$ cat src/shared/tdmsw_pkg.sv
// Constants for the TDM switch mode and output control block.
// Assumes a 50 MHz APB clock and a 125 us frame.
// Overview of operation
// Software writes zero to unused reserved bits of the reset control register.
// Transmit global enable low keeps every error test transmitter disabled.
// Block fill loads the three-bit value into low word bits 2 to 0.
// Block fill clears low word bits 15 to 3 and whole high word.
// A zero-to-one write of the start bit launches block fill.
// Host writes start bit and fill value in one single write.
// Block fill completes within two frames once enabled and started.
// Device clears the start bit itself when block fill ends.
// Clearing start bit or fill enable while running aborts the fill.
// While start is high, host rewrites other mode bits unchanged.
// Switch soft reset bit high holds switching blocks in reset.
// PLL soft reset bit high holds the PLL section in reset.
// Each offset frame pulse pin is driven only while enabled.
// Fifth output clock driven while enabled, high impedance otherwise.
// Fifth output clock runs only in master mode or with slave PLL.
// Each clock and frame pulse pair is driven or released together.
// Bidirectional bits tie stream inputs low and make stream pins bidirectional.
// Pair three select picks 4.096 to 32.768 MHz with matching pulse widths.
// Polarity and position bits invert outputs and pick straddle or start.
// Receive global enable low keeps every error test receiver disabled.
package tdmsw_pkg;
   // Register indices; byte address is four times the index
   localparam logic [7:0] IDX_CTRL = 8'h00;
   localparam logic [7:0] IDX_MODE = 8'h01;
   localparam logic [7:0] IDX_SRST = 8'h02;
   localparam logic [7:0] IDX_OCEN = 8'h03;
   localparam logic [7:0] IDX_OCSEL = 8'h04;
   localparam logic [15:0] RST_REG = 16'h0000;
   // Control register fields
   localparam int CTRL_FILL_EN = 3;
   localparam int CTRL_OPM_LO = 11;
   localparam int CTRL_SLV_PLL = 13;
   localparam logic [1:0] OPM_MASTER = 2'h0;
   // Mode register fields
   localparam int MODE_START = 0;
   localparam int MODE_VAL_LO = 1;
   localparam int MODE_TX_EN = 4;
   localparam int MODE_RX_EN = 5;
   localparam int MODE_BD_LO = 6;
   localparam int MODE_BD_HI = 7;
   localparam int MODE_PD_EN = 8;
   // Soft reset fields
   localparam int SRST_PLL = 0;
   localparam int SRST_SW = 1;
   // Output enable fields
   localparam int OCEN_CK4 = 4;
   localparam int OCEN_CK5 = 5;
   localparam int OCEN_OFS_LO = 6;
   // Output select fields
   localparam int OCSEL_P3SEL = 12;
   localparam int OCSEL_CK4SEL = 14;
   localparam int OCSEL_CK4P = 15;
   localparam logic [1:0] PAIR_SEL_FIXED = 2'h0;
   // Connection memory
   localparam int CM_AW = 11;
   localparam logic [10:0] CM_LAST = 11'h7FF;
   // Timing
   localparam int CLK_NS = 20;
   localparam longint CLK_HZ = 50000000;
   localparam int FRAME_NS = 125000;
   localparam int FRAME_CYC = FRAME_NS / CLK_NS;
   localparam int FP_NS [4] = '{244, 122, 61, 30};
   localparam logic [4:0] PAIR_FPW [4] = '{
      5'((FP_NS[0] + CLK_NS - 1) / CLK_NS), 5'((FP_NS[1] + CLK_NS - 1) / CLK_NS),
      5'((FP_NS[2] + CLK_NS - 1) / CLK_NS), 5'((FP_NS[3] + CLK_NS - 1) / CLK_NS)};
   // Phase increments: rate * 2^32 / clock
   localparam logic [31:0] PAIR_INC [4] = '{
      32'((64'd4096000 << 32) / CLK_HZ), 32'((64'd8192000 << 32) / CLK_HZ),
      32'((64'd16384000 << 32) / CLK_HZ), 32'((64'd32768000 << 32) / CLK_HZ)};
   localparam logic [31:0] INC_2M048 = 32'((64'd2048000 << 32) / CLK_HZ);
   localparam logic [31:0] INC_1M544 = 32'((64'd1544000 << 32) / CLK_HZ);
   localparam logic [31:0] INC_CK5 = 32'((64'd8192000 << 32) / CLK_HZ);
   typedef enum logic {FILL_IDLE = 1'b0, FILL_RUN = 1'b1} tdmsw_fill_e;
endpackage

$ cat src/rtl/tdmsw_mode_ctrl.sv
// Mode, soft reset, block fill and output clock control for a TDM switch.
// Assumes an APB master on pclk; connection memory and PLL sit outside.
//
// Design decision made here: the APB interface to the registers.
`timescale 1ns/1ns
module tdmsw_mode_ctrl #(
   parameter int FRAME_CYCLES = tdmsw_pkg::FRAME_CYC
) (
   // Clock and reset
   input wire logic pclk,
   input wire logic presetn,
   // APB slave
   input wire logic [11:0] paddr,
   input wire logic psel,
   input wire logic penable,
   input wire logic pwrite,
   input wire logic [31:0] pwdata,
   output logic [31:0] prdata,
   output logic pready,
   output logic pslverr,
   // Connection memory fill port
   output logic cm_wr,
   output logic [tdmsw_pkg::CM_AW-1:0] cm_addr,
   output logic [15:0] cm_low,
   output logic [15:0] cm_high,
   // Section resets
   output logic switch_rst,
   output logic pll_rst,
   // Error test engines
   input wire logic [31:0] ber_tx_req,
   input wire logic [31:0] ber_rx_req,
   output logic [31:0] ber_tx_enable,
   output logic [31:0] ber_rx_enable,
   // Stream direction
   output logic [31:0] stream_tie_low,
   output logic [31:0] stream_bidir,
   output logic stream_pulldown_enable,
   // Output clocks and frame pulses
   output logic [3:0] pair_ck,
   output logic [3:0] pair_ck_oe_n,
   output logic [3:0] pair_fp,
   output logic [3:0] pair_fp_oe_n,
   output logic clock_output_pin_four,
   output logic clock_output_pin_four_oe_n,
   output logic clock_out5,
   output logic clock_out5_oe_n,
   // Offset frame pulses
   input wire logic [2:0] offset_src,
   output logic [2:0] offset_frame_pulse_pin,
   output logic [2:0] offset_frame_pulse_pin_oe_n
);
   import tdmsw_pkg::*;

   ////////////////////////////////////////////////////////////////////////////
   logic [7:0] idx;
   logic hit;
   logic wr_en;
   logic wr_mode;
   logic [15:0] rd_val;
   logic block_fill_enable;
   logic [1:0] opmode;
   logic slave_pll_enable;
   logic stream_pd;
   logic bidir_high_half;
   logic bidir_low_half;
   logic error_test_rx_global_enable;
   logic error_test_tx_global_enable;
   logic [2:0] block_fill_value;
   logic fill_start;
   logic fill_pend;
   logic switch_soft_reset;
   logic pll_soft_reset;
   logic [8:0] ocen;
   logic [15:0] ocsel;
   tdmsw_fill_e state;
   logic abort;
   logic fill_done;
   logic launch;
   logic [15:0] frame_pos;
   logic ck_avail;
   logic [31:0] o_incr [6];
   logic [4:0] o_fpw [6];
   logic [5:0] o_run;
   logic [5:0] o_en;
   logic [5:0] o_ckinv;
   logic [5:0] o_fpinv;
   logic [5:0] o_fpst;
   logic [5:0] o_ck;
   logic [5:0] o_fp;
   logic [5:0] o_ck_oe_n;
   logic [5:0] o_fp_oe_n;
   logic [15:0] fill_age;

   ////////////////////////////////////////////////////////////////////////////
   // APB decode; zero wait states, so pready is high after reset
   assign idx = paddr[9:2];
   assign hit = paddr[11:10] == 2'h0 && paddr[1:0] == 2'h0 && idx <= IDX_OCSEL;
   assign wr_en = psel && penable && pwrite && pready && hit;
   assign wr_mode = wr_en && idx == IDX_MODE;

   always_comb begin
      unique case (idx)
         IDX_CTRL: rd_val = 16'((32'(slave_pll_enable) << CTRL_SLV_PLL) |
                               (32'(opmode) << CTRL_OPM_LO) |
                               (32'(block_fill_enable) << CTRL_FILL_EN));
         IDX_MODE: rd_val = {7'h00, stream_pd, bidir_high_half, bidir_low_half,
                             error_test_rx_global_enable, error_test_tx_global_enable,
                             block_fill_value, fill_start};
         IDX_SRST: rd_val = {14'h0000, switch_soft_reset, pll_soft_reset};
         IDX_OCEN: rd_val = {7'h00, ocen};
         IDX_OCSEL: rd_val = ocsel;
         default: rd_val = 16'h0000;
      endcase
   end

   // Read data and error are set up in the setup phase
   always_ff @(posedge pclk or negedge presetn) begin
      if (!presetn) begin
         prdata <= 32'h0000_0000;
         pslverr <= 1'b0;
         pready <= 1'b0;
      end else begin
         pready <= 1'b1;
         if (psel && !penable) begin
            prdata <= hit ? {16'h0000, rd_val} : 32'h0000_0000;
            pslverr <= !hit;
         end
      end
   end

   ////////////////////////////////////////////////////////////////////////////
   always_ff @(posedge pclk or negedge presetn) begin
      if (!presetn) begin
         block_fill_enable <= RST_REG[CTRL_FILL_EN];
         opmode <= RST_REG[CTRL_OPM_LO +: 2];
         slave_pll_enable <= RST_REG[CTRL_SLV_PLL];
      end else if (wr_en && idx == IDX_CTRL) begin
         block_fill_enable <= pwdata[CTRL_FILL_EN];
         opmode <= pwdata[CTRL_OPM_LO +: 2];
         slave_pll_enable <= pwdata[CTRL_SLV_PLL];
      end
   end

   always_ff @(posedge pclk or negedge presetn) begin
      if (!presetn) begin
         stream_pd <= RST_REG[MODE_PD_EN];
         bidir_high_half <= RST_REG[MODE_BD_HI];
         bidir_low_half <= RST_REG[MODE_BD_LO];
         error_test_rx_global_enable <= RST_REG[MODE_RX_EN];
         error_test_tx_global_enable <= RST_REG[MODE_TX_EN];
         block_fill_value <= RST_REG[MODE_VAL_LO +: 3];
      end else if (wr_mode) begin
         stream_pd <= pwdata[MODE_PD_EN];
         bidir_high_half <= pwdata[MODE_BD_HI];
         bidir_low_half <= pwdata[MODE_BD_LO];
         error_test_rx_global_enable <= pwdata[MODE_RX_EN];
         error_test_tx_global_enable <= pwdata[MODE_TX_EN];
         block_fill_value <= pwdata[MODE_VAL_LO +: 3];
      end
   end

   // self clear; a host write in the same cycle wins
   always_ff @(posedge pclk or negedge presetn) begin
      if (!presetn) begin
         fill_start <= RST_REG[MODE_START];
      end else if (wr_mode) begin
         fill_start <= pwdata[MODE_START];
      end else if (fill_done) begin
         fill_start <= 1'b0;
      end
   end

   // rising edge only; rewriting a one does not restart
   always_ff @(posedge pclk or negedge presetn) begin
      if (!presetn) begin
         fill_pend <= 1'b0;
      end else if (wr_mode && pwdata[MODE_START] && !fill_start) begin
         fill_pend <= 1'b1;
      end else if (launch || !fill_start) begin
         fill_pend <= 1'b0;
      end
   end

   always_ff @(posedge pclk or negedge presetn) begin
      if (!presetn) begin
         switch_soft_reset <= RST_REG[SRST_SW];
         pll_soft_reset <= RST_REG[SRST_PLL];
      end else if (wr_en && idx == IDX_SRST) begin
         switch_soft_reset <= pwdata[SRST_SW];
         pll_soft_reset <= pwdata[SRST_PLL];
      end
   end

   always_ff @(posedge pclk or negedge presetn) begin
      if (!presetn) begin
         ocen <= RST_REG[8:0];
         ocsel <= RST_REG;
      end else if (wr_en && idx == IDX_OCEN) begin
         ocen <= pwdata[8:0];
      end else if (wr_en && idx == IDX_OCSEL) begin
         ocsel <= pwdata[15:0];
      end
   end

   ////////////////////////////////////////////////////////////////////////////
   // abort on start or enable low; soft reset also stops the fill
   assign abort = !fill_start || !block_fill_enable || switch_soft_reset;
   assign launch = state == FILL_IDLE && fill_pend && !abort;
   assign fill_done = state == FILL_RUN && !abort && cm_addr == CM_LAST;

   // one entry per cycle, well inside two frames
   always_ff @(posedge pclk or negedge presetn) begin
      if (!presetn) begin
         state <= FILL_IDLE;
         cm_wr <= 1'b0;
         cm_addr <= '0;
         cm_low <= 16'h0000;
         cm_high <= 16'h0000;
      end else begin
         unique case (state)
            FILL_IDLE: begin
               if (launch) begin
                  state <= FILL_RUN;
                  cm_wr <= 1'b1;
                  cm_addr <= '0;
                  // value into bits 2 to 0
                  // upper bits and high word zero
                  cm_low <= {13'h0000, block_fill_value};
                  cm_high <= 16'h0000;
               end
            end
            FILL_RUN: begin
               if (abort || cm_addr == CM_LAST) begin
                  state <= FILL_IDLE;
                  cm_wr <= 1'b0;
               end else begin
                  cm_addr <= cm_addr + 1'b1;
               end
            end
         endcase
      end
   end

   ////////////////////////////////////////////////////////////////////////////
   // switch reset, R12 PLL reset, R2/R20 engine gating, R17 streams
   always_ff @(posedge pclk or negedge presetn) begin
      if (!presetn) begin
         switch_rst <= 1'b0;
         pll_rst <= 1'b0;
         ber_tx_enable <= 32'h0000_0000;
         ber_rx_enable <= 32'h0000_0000;
         stream_tie_low <= 32'h0000_0000;
         stream_bidir <= 32'h0000_0000;
         stream_pulldown_enable <= 1'b0;
         offset_frame_pulse_pin <= 3'h0;
         offset_frame_pulse_pin_oe_n <= 3'h7;
      end else begin
         switch_rst <= switch_soft_reset;
         pll_rst <= pll_soft_reset;
         ber_tx_enable <= ber_tx_req & {32{error_test_tx_global_enable}};
         ber_rx_enable <= ber_rx_req & {32{error_test_rx_global_enable}};
         stream_tie_low <= {{16{bidir_high_half}}, {16{bidir_low_half}}};
         stream_bidir <= {{16{bidir_high_half}}, {16{bidir_low_half}}};
         stream_pulldown_enable <= stream_pd;
         // offset pulse drive
         offset_frame_pulse_pin <= offset_src;
         offset_frame_pulse_pin_oe_n <= ~ocen[OCEN_OFS_LO +: 3];
      end
   end

   ////////////////////////////////////////////////////////////////////////////
   always_ff @(posedge pclk or negedge presetn) begin
      if (!presetn) begin
         frame_pos <= 16'h0000;
      end else if (frame_pos == 16'(FRAME_CYCLES - 1)) begin
         frame_pos <= 16'h0000;
      end else begin
         frame_pos <= frame_pos + 16'h0001;
      end
   end

   // master or slave with PLL
   assign ck_avail = opmode == OPM_MASTER || slave_pll_enable;

   always_comb begin
      for (int i = 0; i < 4; i++) begin
         // pair three rate select
         o_incr[i] = PAIR_INC[i == 3 ? ocsel[OCSEL_P3SEL +: 2] : PAIR_SEL_FIXED];
         o_fpw[i] = PAIR_FPW[i == 3 ? ocsel[OCSEL_P3SEL +: 2] : PAIR_SEL_FIXED];
         o_run[i] = 1'b1;
         // pair enable
         o_en[i] = ocen[i];
         o_ckinv[i] = ocsel[3 * i + 2];
         o_fpinv[i] = ocsel[3 * i + 1];
         o_fpst[i] = ocsel[3 * i];
      end
      o_incr[4] = ocsel[OCSEL_CK4SEL] ? INC_1M544 : INC_2M048;
      o_incr[5] = INC_CK5;
      o_fpw[4] = PAIR_FPW[0];
      o_fpw[5] = PAIR_FPW[0];
      o_run[5:4] = {2{ck_avail}};
      // fifth clock enable
      o_en[5:4] = {ocen[OCEN_CK5], ocen[OCEN_CK4]};
      o_ckinv[5:4] = {1'b0, ocsel[OCSEL_CK4P]};
      o_fpinv[5:4] = 2'h0;
      o_fpst[5:4] = 2'h0;
   end

   for (genvar g = 0; g < 6; g++) begin : g_out
      tdmsw_outgen u_out (
         .pclk(pclk),
         .presetn(presetn),
         .frame_pos(frame_pos),
         .frame_len(16'(FRAME_CYCLES)),
         .incr(o_incr[g]),
         .fp_width(o_fpw[g]),
         .run(o_run[g]),
         .enable(o_en[g]),
         .ck_inv(o_ckinv[g]),
         .fp_inv(o_fpinv[g]),
         .fp_start(o_fpst[g]),
         .ck(o_ck[g]),
         .fp(o_fp[g]),
         .ck_oe_n(o_ck_oe_n[g]),
         .fp_oe_n(o_fp_oe_n[g])
      );
   end

   assign pair_ck = o_ck[3:0];
   assign pair_fp = o_fp[3:0];
   assign pair_ck_oe_n = o_ck_oe_n[3:0];
   assign pair_fp_oe_n = o_fp_oe_n[3:0];
   assign clock_output_pin_four = o_ck[4];
   assign clock_output_pin_four_oe_n = o_ck_oe_n[4];
   assign clock_out5 = o_ck[5];
   assign clock_out5_oe_n = o_ck_oe_n[5];

   ////////////////////////////////////////////////////////////////////////////
   always_ff @(posedge pclk or negedge presetn) begin
      if (!presetn) begin
         fill_age <= 16'h0000;
      end else begin
         fill_age <= state == FILL_RUN ? fill_age + 16'h0001 : 16'h0000;
      end
   end
endmodule

$ cat src/rtl/tdmsw_outgen.sv
// One output clock and frame pulse generator.
// Assumes a frame position counter from the parent on the same clock.
`timescale 1ns/1ns
module tdmsw_outgen (
   // Clock and reset
   input wire logic pclk,
   input wire logic presetn,
   // Timing
   input wire logic [15:0] frame_pos,
   input wire logic [15:0] frame_len,
   input wire logic [31:0] incr,
   input wire logic [4:0] fp_width,
   // Control
   input wire logic run,
   input wire logic enable,
   input wire logic ck_inv,
   input wire logic fp_inv,
   input wire logic fp_start,
   // Pins
   output logic ck,
   output logic fp,
   output logic ck_oe_n,
   output logic fp_oe_n
);
   import tdmsw_pkg::*;
   logic [31:0] acc;
   logic [15:0] half;
   logic [15:0] lead;
   logic fp_act;

   // straddle or start
   always_comb begin
      half = 16'(fp_width >> 1);
      lead = 16'(fp_width) - half;
      if (fp_start) begin
         fp_act = frame_pos < 16'(fp_width);
      end else begin
         fp_act = (frame_pos < lead) || (frame_pos >= frame_len - half);
      end
   end

   // Phase restarts each frame so the clock stays frame aligned
   always_ff @(posedge pclk or negedge presetn) begin
      if (!presetn) begin
         acc <= '0;
      end else if (!run || frame_pos == 16'h0000) begin
         acc <= '0;
      end else begin
         acc <= acc + incr;
      end
   end

   // polarity inversion
   always_ff @(posedge pclk or negedge presetn) begin
      if (!presetn) begin
         ck <= 1'b0;
         fp <= 1'b1;
         ck_oe_n <= 1'b1;
         fp_oe_n <= 1'b1;
      end else begin
         ck <= (acc[31] & run) ^ ck_inv;
         fp <= (fp_act & run) ^ ~fp_inv;
         ck_oe_n <= ~enable;
         fp_oe_n <= ~enable;
      end
   end
endmodule

$ cat config.mk
export PLATFORM = sky130hd
export DESIGN_NAME = tdmsw_mode_ctrl
export DESIGN_NICKNAME = d
export VERILOG_FILES = /design/src/shared/tdmsw_pkg.sv /design/src/rtl/tdmsw_mode_ctrl.sv /design/src/rtl/tdmsw_outgen.sv
export SDC_FILE = /design/constraint.sdc
export NUM_CORES = 1
export LEC_CHECK = 0
export BUFFER_PORTS_ARGS = -buffer_cell sky130_fd_sc_hd__buf_2
export CORE_ASPECT_RATIO = 0.9
export CORE_MARGIN = 5
export CORE_UTILIZATION = 40
export CTS_BUF_LIST = sky130_fd_sc_hd__clkbuf_2
export DETAILED_ROUTE_END_ITERATION = 8
export HOLD_SLACK_MARGIN = 0.03
export PLACE_DENSITY = 0.69
export SYNTH_ARGS = -nofsm -noshare
export SYNTH_HDL_FRONTEND = slang
export SYNTH_SLANG_ARGS = --single-unit
$ cat constraint.sdc
create_clock -name pclk -period 3.5 [get_ports pclk]
set_clock_uncertainty 0.1 [all_clocks]
set_input_delay 0.175 -clock pclk [delete_from_list [all_inputs] [get_ports pclk]]
set_output_delay 0.175 -clock pclk [all_outputs]
set_load 0.02 [all_outputs]
== Word-level counts from Yosys, hierarchy flattened ==
Index checks and enable logic that the tools add are counted.
Word-level totals
  word-level logic and storage cells: 185
  output and inout port bits: 235
  register bits after elaboration: 405
  input bits: 116
Cells by class
  mux-type cells: 33
  reductions and logical operators: 43
  bitwise gates (word level): 29
  add/subtract/negate cells: 10
  magnitude comparators: 8
  equal/unequal tests: 9
Operators by type and width (count)
  $mux W32: 8
  $add A32 B29 Y32 const B: 3
  $pmux W16 S5: 1
  $and A32 B32 Y32: 2
  $bmux W32 S2: 1
  $add A32 B28 Y32: 1
  $add A32 B30 Y32 const B: 1
  $add A32 B32 Y32: 1
  $mux W16: 2
  $mux W28: 1
  $mux W11: 2
  $pmux W11 S2: 1
  $logic_and A1 B1 Y1: 18
  $add A16 B1 Y16 const B: 1
  $eq A16 B13 Y1 const B: 1
  $eq A8 B2 Y1 const B: 2
  $ge A16 B13 Y1 const B: 1
  $ge A16 B16 Y1: 1
  $logic_not A16 Y1: 1
  $lt A16 B16 Y1: 1
  $lt A16 B3 Y1 const B: 1
  $lt A16 B4 Y1 const B: 1
  $lt A16 B5 Y1: 1
  $or A14 B13 Y14: 1
  26 further kinds: 78

== Logic depth before layout (Yosys ltp) ==
  depth in word-level cells: 9
  depth in mapped cells: 12
  depth with buffers taken out: 12

== Hierarchy ==
Synthesis repeated with hierarchy kept, for this count alone.
Second synthesis, totals
  cell total of the unflattened synthesis: 3585
  area, all modules: 32228.4 um^2
Modules (own cells, without submodules)
  tdmsw_outgen (g_out[2].u_out ...): area an instance 4103.9 um^2, cells an instance 491, seq. area each 878.3 um^2, instances 3
  tdmsw_mode_ctrl: area an instance 7407.1 um^2, cells an instance 624, seq. area each 4157.7 um^2, instances 1
  tdmsw_outgen (g_out[1].u_out): area an instance 4242.8 um^2, cells an instance 521, seq. area each 878.3 um^2, instances 1
  tdmsw_outgen (g_out[0].u_out): area an instance 4176.5 um^2, cells an instance 479, seq. area each 878.3 um^2, instances 1
  tdmsw_outgen (g_out[5].u_out): area an instance 4090.2 um^2, cells an instance 488, seq. area each 878.3 um^2, instances 1

== Worst setup path after synthesis ==
OpenSTA, ideal clock, no wires.
  path kind: register to register
  start: register ocsel[13]
  end: register g_out[3].u_out.acc[30]
  data arrival time: 2.937 ns
  cell stages (with the launch flop): 12
  setup time: 0.099 ns
  path buffers: 0
  data required time: 3.301 ns
  path slack: 0.364 ns
  clock period less this slack: 3.136 ns
  path through: dfrtp_1 inv_1 ha_1 inv_1 ha_1 fa_1 a211oi_1 o21bai_1 a221oi_1 a31oi_1 a21bo_2 a311oi_1
On the way
  longest elaborated chain between the ends: 6
Ends and longest elaborated chain
  from (decl): RTL line tdmsw_mode_ctrl.sv:74  | logic [15:0] ocsel;
  from (signal assigned): RTL line tdmsw_mode_ctrl.sv:201  | ocsel <= pwdata[15:0];
  $not A2 Y3: RTL line tdmsw_mode_ctrl.sv:288  | o_incr[i] = PAIR_INC[i == 3 ? ocsel[OCSEL_P3SEL +: 2] : PAIR_SEL_FIXED];
  $bmux W32 S2: RTL line tdmsw_mode_ctrl.sv:288
  $mux W32 (2 in a row): RTL line tdmsw_mode_ctrl.sv:288
  $add A32 B32 Y32: RTL line tdmsw_outgen.sv:49  | acc <= acc + incr;
  $mux W32: RTL line tdmsw_outgen.sv:46  | end else if (!run || frame_pos == 16'h0000) begin
  to (signal assigned): RTL line tdmsw_outgen.sv:49
  to (decl): RTL line tdmsw_outgen.sv:26  | logic [31:0] acc;
Every way passes these cells. The select of a mux whose other input is x is not followed.
A chain may end at the register's enable or synchronous reset.

== Final worst setup path ==
  start: input port paddr[2]
  end: register ocsel[4]
On the way
  longest elaborated chain between the ends: 6
  elaborated cells on any way between the ends: 9
  classes of those cells: order compare (1); eq/ne (2); bitwise (1); reduce/logical (5)
Ends and longest elaborated chain
  from (decl): RTL line tdmsw_mode_ctrl.sv:13  | input wire logic [11:0] paddr,
  $le A8 B3 Y1: RTL line tdmsw_mode_ctrl.sv:97  | assign hit = paddr[11:10] == 2'h0 && paddr[1:0] == 2'h0 && idx <= IDX_OCSEL;
  $logic_and A1 B1 Y1: RTL line tdmsw_mode_ctrl.sv:97
  $logic_and A1 B1 Y1: RTL line tdmsw_mode_ctrl.sv:98  | assign wr_en = psel && penable && pwrite && pready && hit;
  $logic_and A1 B1 Y1: RTL line tdmsw_mode_ctrl.sv:198  | end else if (wr_en && idx == IDX_OCEN) begin
  $not A1 Y1 (no line)
  $reduce_and A2 Y1 (no line) *
Every way passes the cells marked *; elsewhere a longest branch is shown, timed or not.

==> impl_metrics.ini <==
[final_layout]
syn_to_final_growth_pct = 23.3
fin_cells = 3093
final_nets = 2590
mostFrequentLayoutCells = dfrtp_1, buf_2, nor2_1
drive_above_1_share_pct = 22.7
postLayoutCoreUtil_pct = 49.5
ff_latch_area_um2 = 9130
multi_input_area_um2 = 8820
final_common_cell = dfrtp_1
final_area_um2 = 23500
nFillCells = 4236

[setup_path]
crit_top_cell = dlygate4sd3_1
end_kind = flip-flop
crit_fanout = 17
slowest_stage = dlygate4sd3_1
critPathKind = primary input to flip-flop
cp.required_ns = 4.34
crit_chain = dlygate4sd3_1 -> buf_2 -> or3_1 -> dlygate4sd3_1 -> nor2b_2 -> dlygate4sd3_1 -> nand2_2 -> mux2_2 -> dlygate4sd3_1
critPathArrivalTime_ns = 4.27
critPathLaunchType = primary input
cp_top_family = buffers and inverters
path_buf_inv = 5
max_stage_delay_ns = 0.84

[timing]
setup_viol = 0
rsz0062_at_grt = false
setup_tns_ns = 0
timing.final.crit_share_pct = 98.1
period_minus_slack_ns = 3.43
worst_pin_slew_ns = 0.967
maxSlewViolCount = 0
fmax_mhz = 291
timing.hold.ws_ns = 0.188
max-slew-margin-rel_pct = 35.5
finalHoldViolCount = 0
setup_slack_ns = 0.0660

[clock_tree]
cts-root-buf = clkbuf_2
clockBufferDepth = 3
cts_tree = done
path_clk_slew_ns = 0.10
cts_max_level = 3
cts_made_buffers = 95
clock_latency_ns = 1.08
clock-sinks = 364

[detailed_routing]
vias_per_cell = 5.03
wl_per_cell_um = 16.0
first_iter_violations = 764
drt_drc_violations_left = 0
dr.pass1.iters = 5
vias = 15562
ant_nets = 0
totalWireLength_um = 49500

[floorplanning]
die_w_um = 240
dieArea_um2 = 52200
initial_core_util_pct = 40.2
ios = 351
core-area_um2 = 47500
row_count = 76
die_y_um = 217

[power]
p_leak_nw = 11.9
p_total_mw = 12.1
max-vdd-ir-drop_v = 0.000212
powerDensity_nw_per_um2 = 514

[synth]
async_reset_ff_share_pct = 100
ys_ff_latch = 364
synth_ff_type = dfrtp_1
synth_cells = 1899
netlist_area_um2 = 19100
synth_edf_count = 0
ys_seq_area_share_pct = 47.8
synth_warnings = 0
yosysUniqueCellTypes = 76
synth.avg_cell_area_um2 = 10.1

[global_route]
antenna_found_initial = 2
grt_overflow = 0
grt_util_all_layers_pct = 18.3
grt_pass1_vias = 15748
grt_max_degree = 108
grt_pass1_wl_um = 79600

[placement]
post_dp_cell_area_um2 = 20700
portBuffers = 289
dpl_worst_slack_ns = 0.114
gp_congestion = 0.871
dpl.cell_count = 2724
hpwlAfterDp_um = 32000

[run]
drv_cap = 0

[outcome]
status = completed

[min_path]
min_path_type = primary input to flip-flop
==> routing by layer <==
| layer | wire length, um | share of wire (%) | GRT usage, % |
|---|---|---|---|
| met1 | 20900 | 42 | 22.7 |
| met2 | 23900 | 48 | 30.8 |
| met3 | 3080 | 6.2 | 4.47 |
| met4 | 1600 | 3.2 | 7.55 |
| met5 | 0 | 0 | 0 |
==> sequential cells by signal (all words and copies together) (netlist names), 3 cells and up <==
name	cells
ber_rx_enable	32
ber_tx_enable	32
block_fill_value	3
cm_addr	11
cm_low	3
frame_pos	16
g_out.u_out.acc	182
g_out.u_out.ck	6
g_out.u_out.ck_oe_n	6
g_out.u_out.fp	4
ocen	9
ocsel	16
offset_frame_pulse_pin	3
offset_frame_pulse_pin_oe_n	3
prdata	16
==> path summary, 6_finish.rpt <==
path                                               end  slack, ns  depth (start not counted)            start
worst min-delay path                    pll_soft_reset       0.19                          5         paddr[4]
max in group asynchronous       g_out[4].u_out.acc[20]       1.71                          6          presetn
worst max register to register                 ocen[2]       0.10                          7           pready
worst max-delay path                          ocsel[4]       0.07                          9         paddr[2]
worst min register to register        stream_bidir[16]       0.30                          0  bidir_high_half
min in group asynchronous       g_out[3].u_out.acc[12]       0.66                          5          presetn
==> worst min-delay path, cell delays in order <==
cell and delay [ns]:
dlygate4sd3_1 0.57, buf_2 0.21, nor2_1 0.07, nand3_1 0.14, o21ai_0 0.10
==> cell usage after synthesis (7+ instances only) <==
cell type | number | area, um^2
mux2_2 | 41 | 462
xor2_1 | 77 | 674
mux2i_1 | 20 | 200
a211o_1 | 8 | 70.1
inv_1 | 56 | 210
nand2b_1 | 18 | 113
nand4_1 | 17 | 106
a211oi_1 | 18 | 135
buf_4 | 128 | 961
o211ai_1 | 15 | 113
nor2b_1 | 9 | 56.3
a21o_1 | 34 | 255
dfstp_2 | 13 | 342
nor2_1 | 208 | 781
a22oi_1 | 7 | 52.6
nand3_1 | 51 | 255
a31o_2 | 8 | 70.1
ha_1 | 84 | 1050
and2_1 | 84 | 526
a41o_1 | 7 | 70.1
nand2_1 | 129 | 484
dfrtp_1 | 351 | 8780
buf_2 | 16 | 80.1
xnor2_1 | 71 | 622
o21ai_0 | 68 | 340
or4_1 | 10 | 75.1
or3_1 | 16 | 100
clkbuf_1 | 33 | 124
nor3_1 | 44 | 220
a21oi_1 | 89 | 445
o21a_1 | 21 | 158
and3_1 | 20 | 125
o21bai_1 | 8 | 60.1
a31oi_1 | 17 | 106
o21ai_1 | 8 | 40.0
nor4_1 | 8 | 50.1
==> logic make-up after synthesis <==
| logic type | after synthesis | synth area share [%] |
|---|---|---|
| and+or+nand+nor | 639 | 16.2 |
| other | 2 | 0.0393 |
| AOI/OAI and AO/OA | 367 | 12.9 |
| DFF | 364 | 47.8 |
| adders and majority gates | 85 | 5.61 |
| muxes | 61 | 3.47 |
| xor gates and xnor gates | 148 | 6.79 |
| buffers and inverters | 233 | 7.20 |
==> where the power goes <==
part	leakage, nW	switching [mW]	total, mW	internal [mW]
Sequential	4.64	0.421	5.16	4.74
Clock	0.684	1.86	3.06	1.20
Combinational	6.57	2.14	3.88	1.74
==> area by class of cell <==
type	count	area share (%)
Timing Repair Buffer	514	15.7
Multi-Input combinational cell	1358	37.5
Tap cell	624	3.32
Sequential cell	364	38.8
Inverter	56	0.893
Antenna cell	2	0.0213
Clock inverter	29	0.702
Clock buffer	146	3.10
==> what timing repair did <==
action | CTS | global route
resized for setup | 0 | 4
hold buffers | 192 | 0
endpoints found under the setup margin | 0 | 7
endpoints found under the hold margin | 489 | 0
buffers inserted | 0 | 0
No activity file was read; power rests on OpenSTA's default activity.
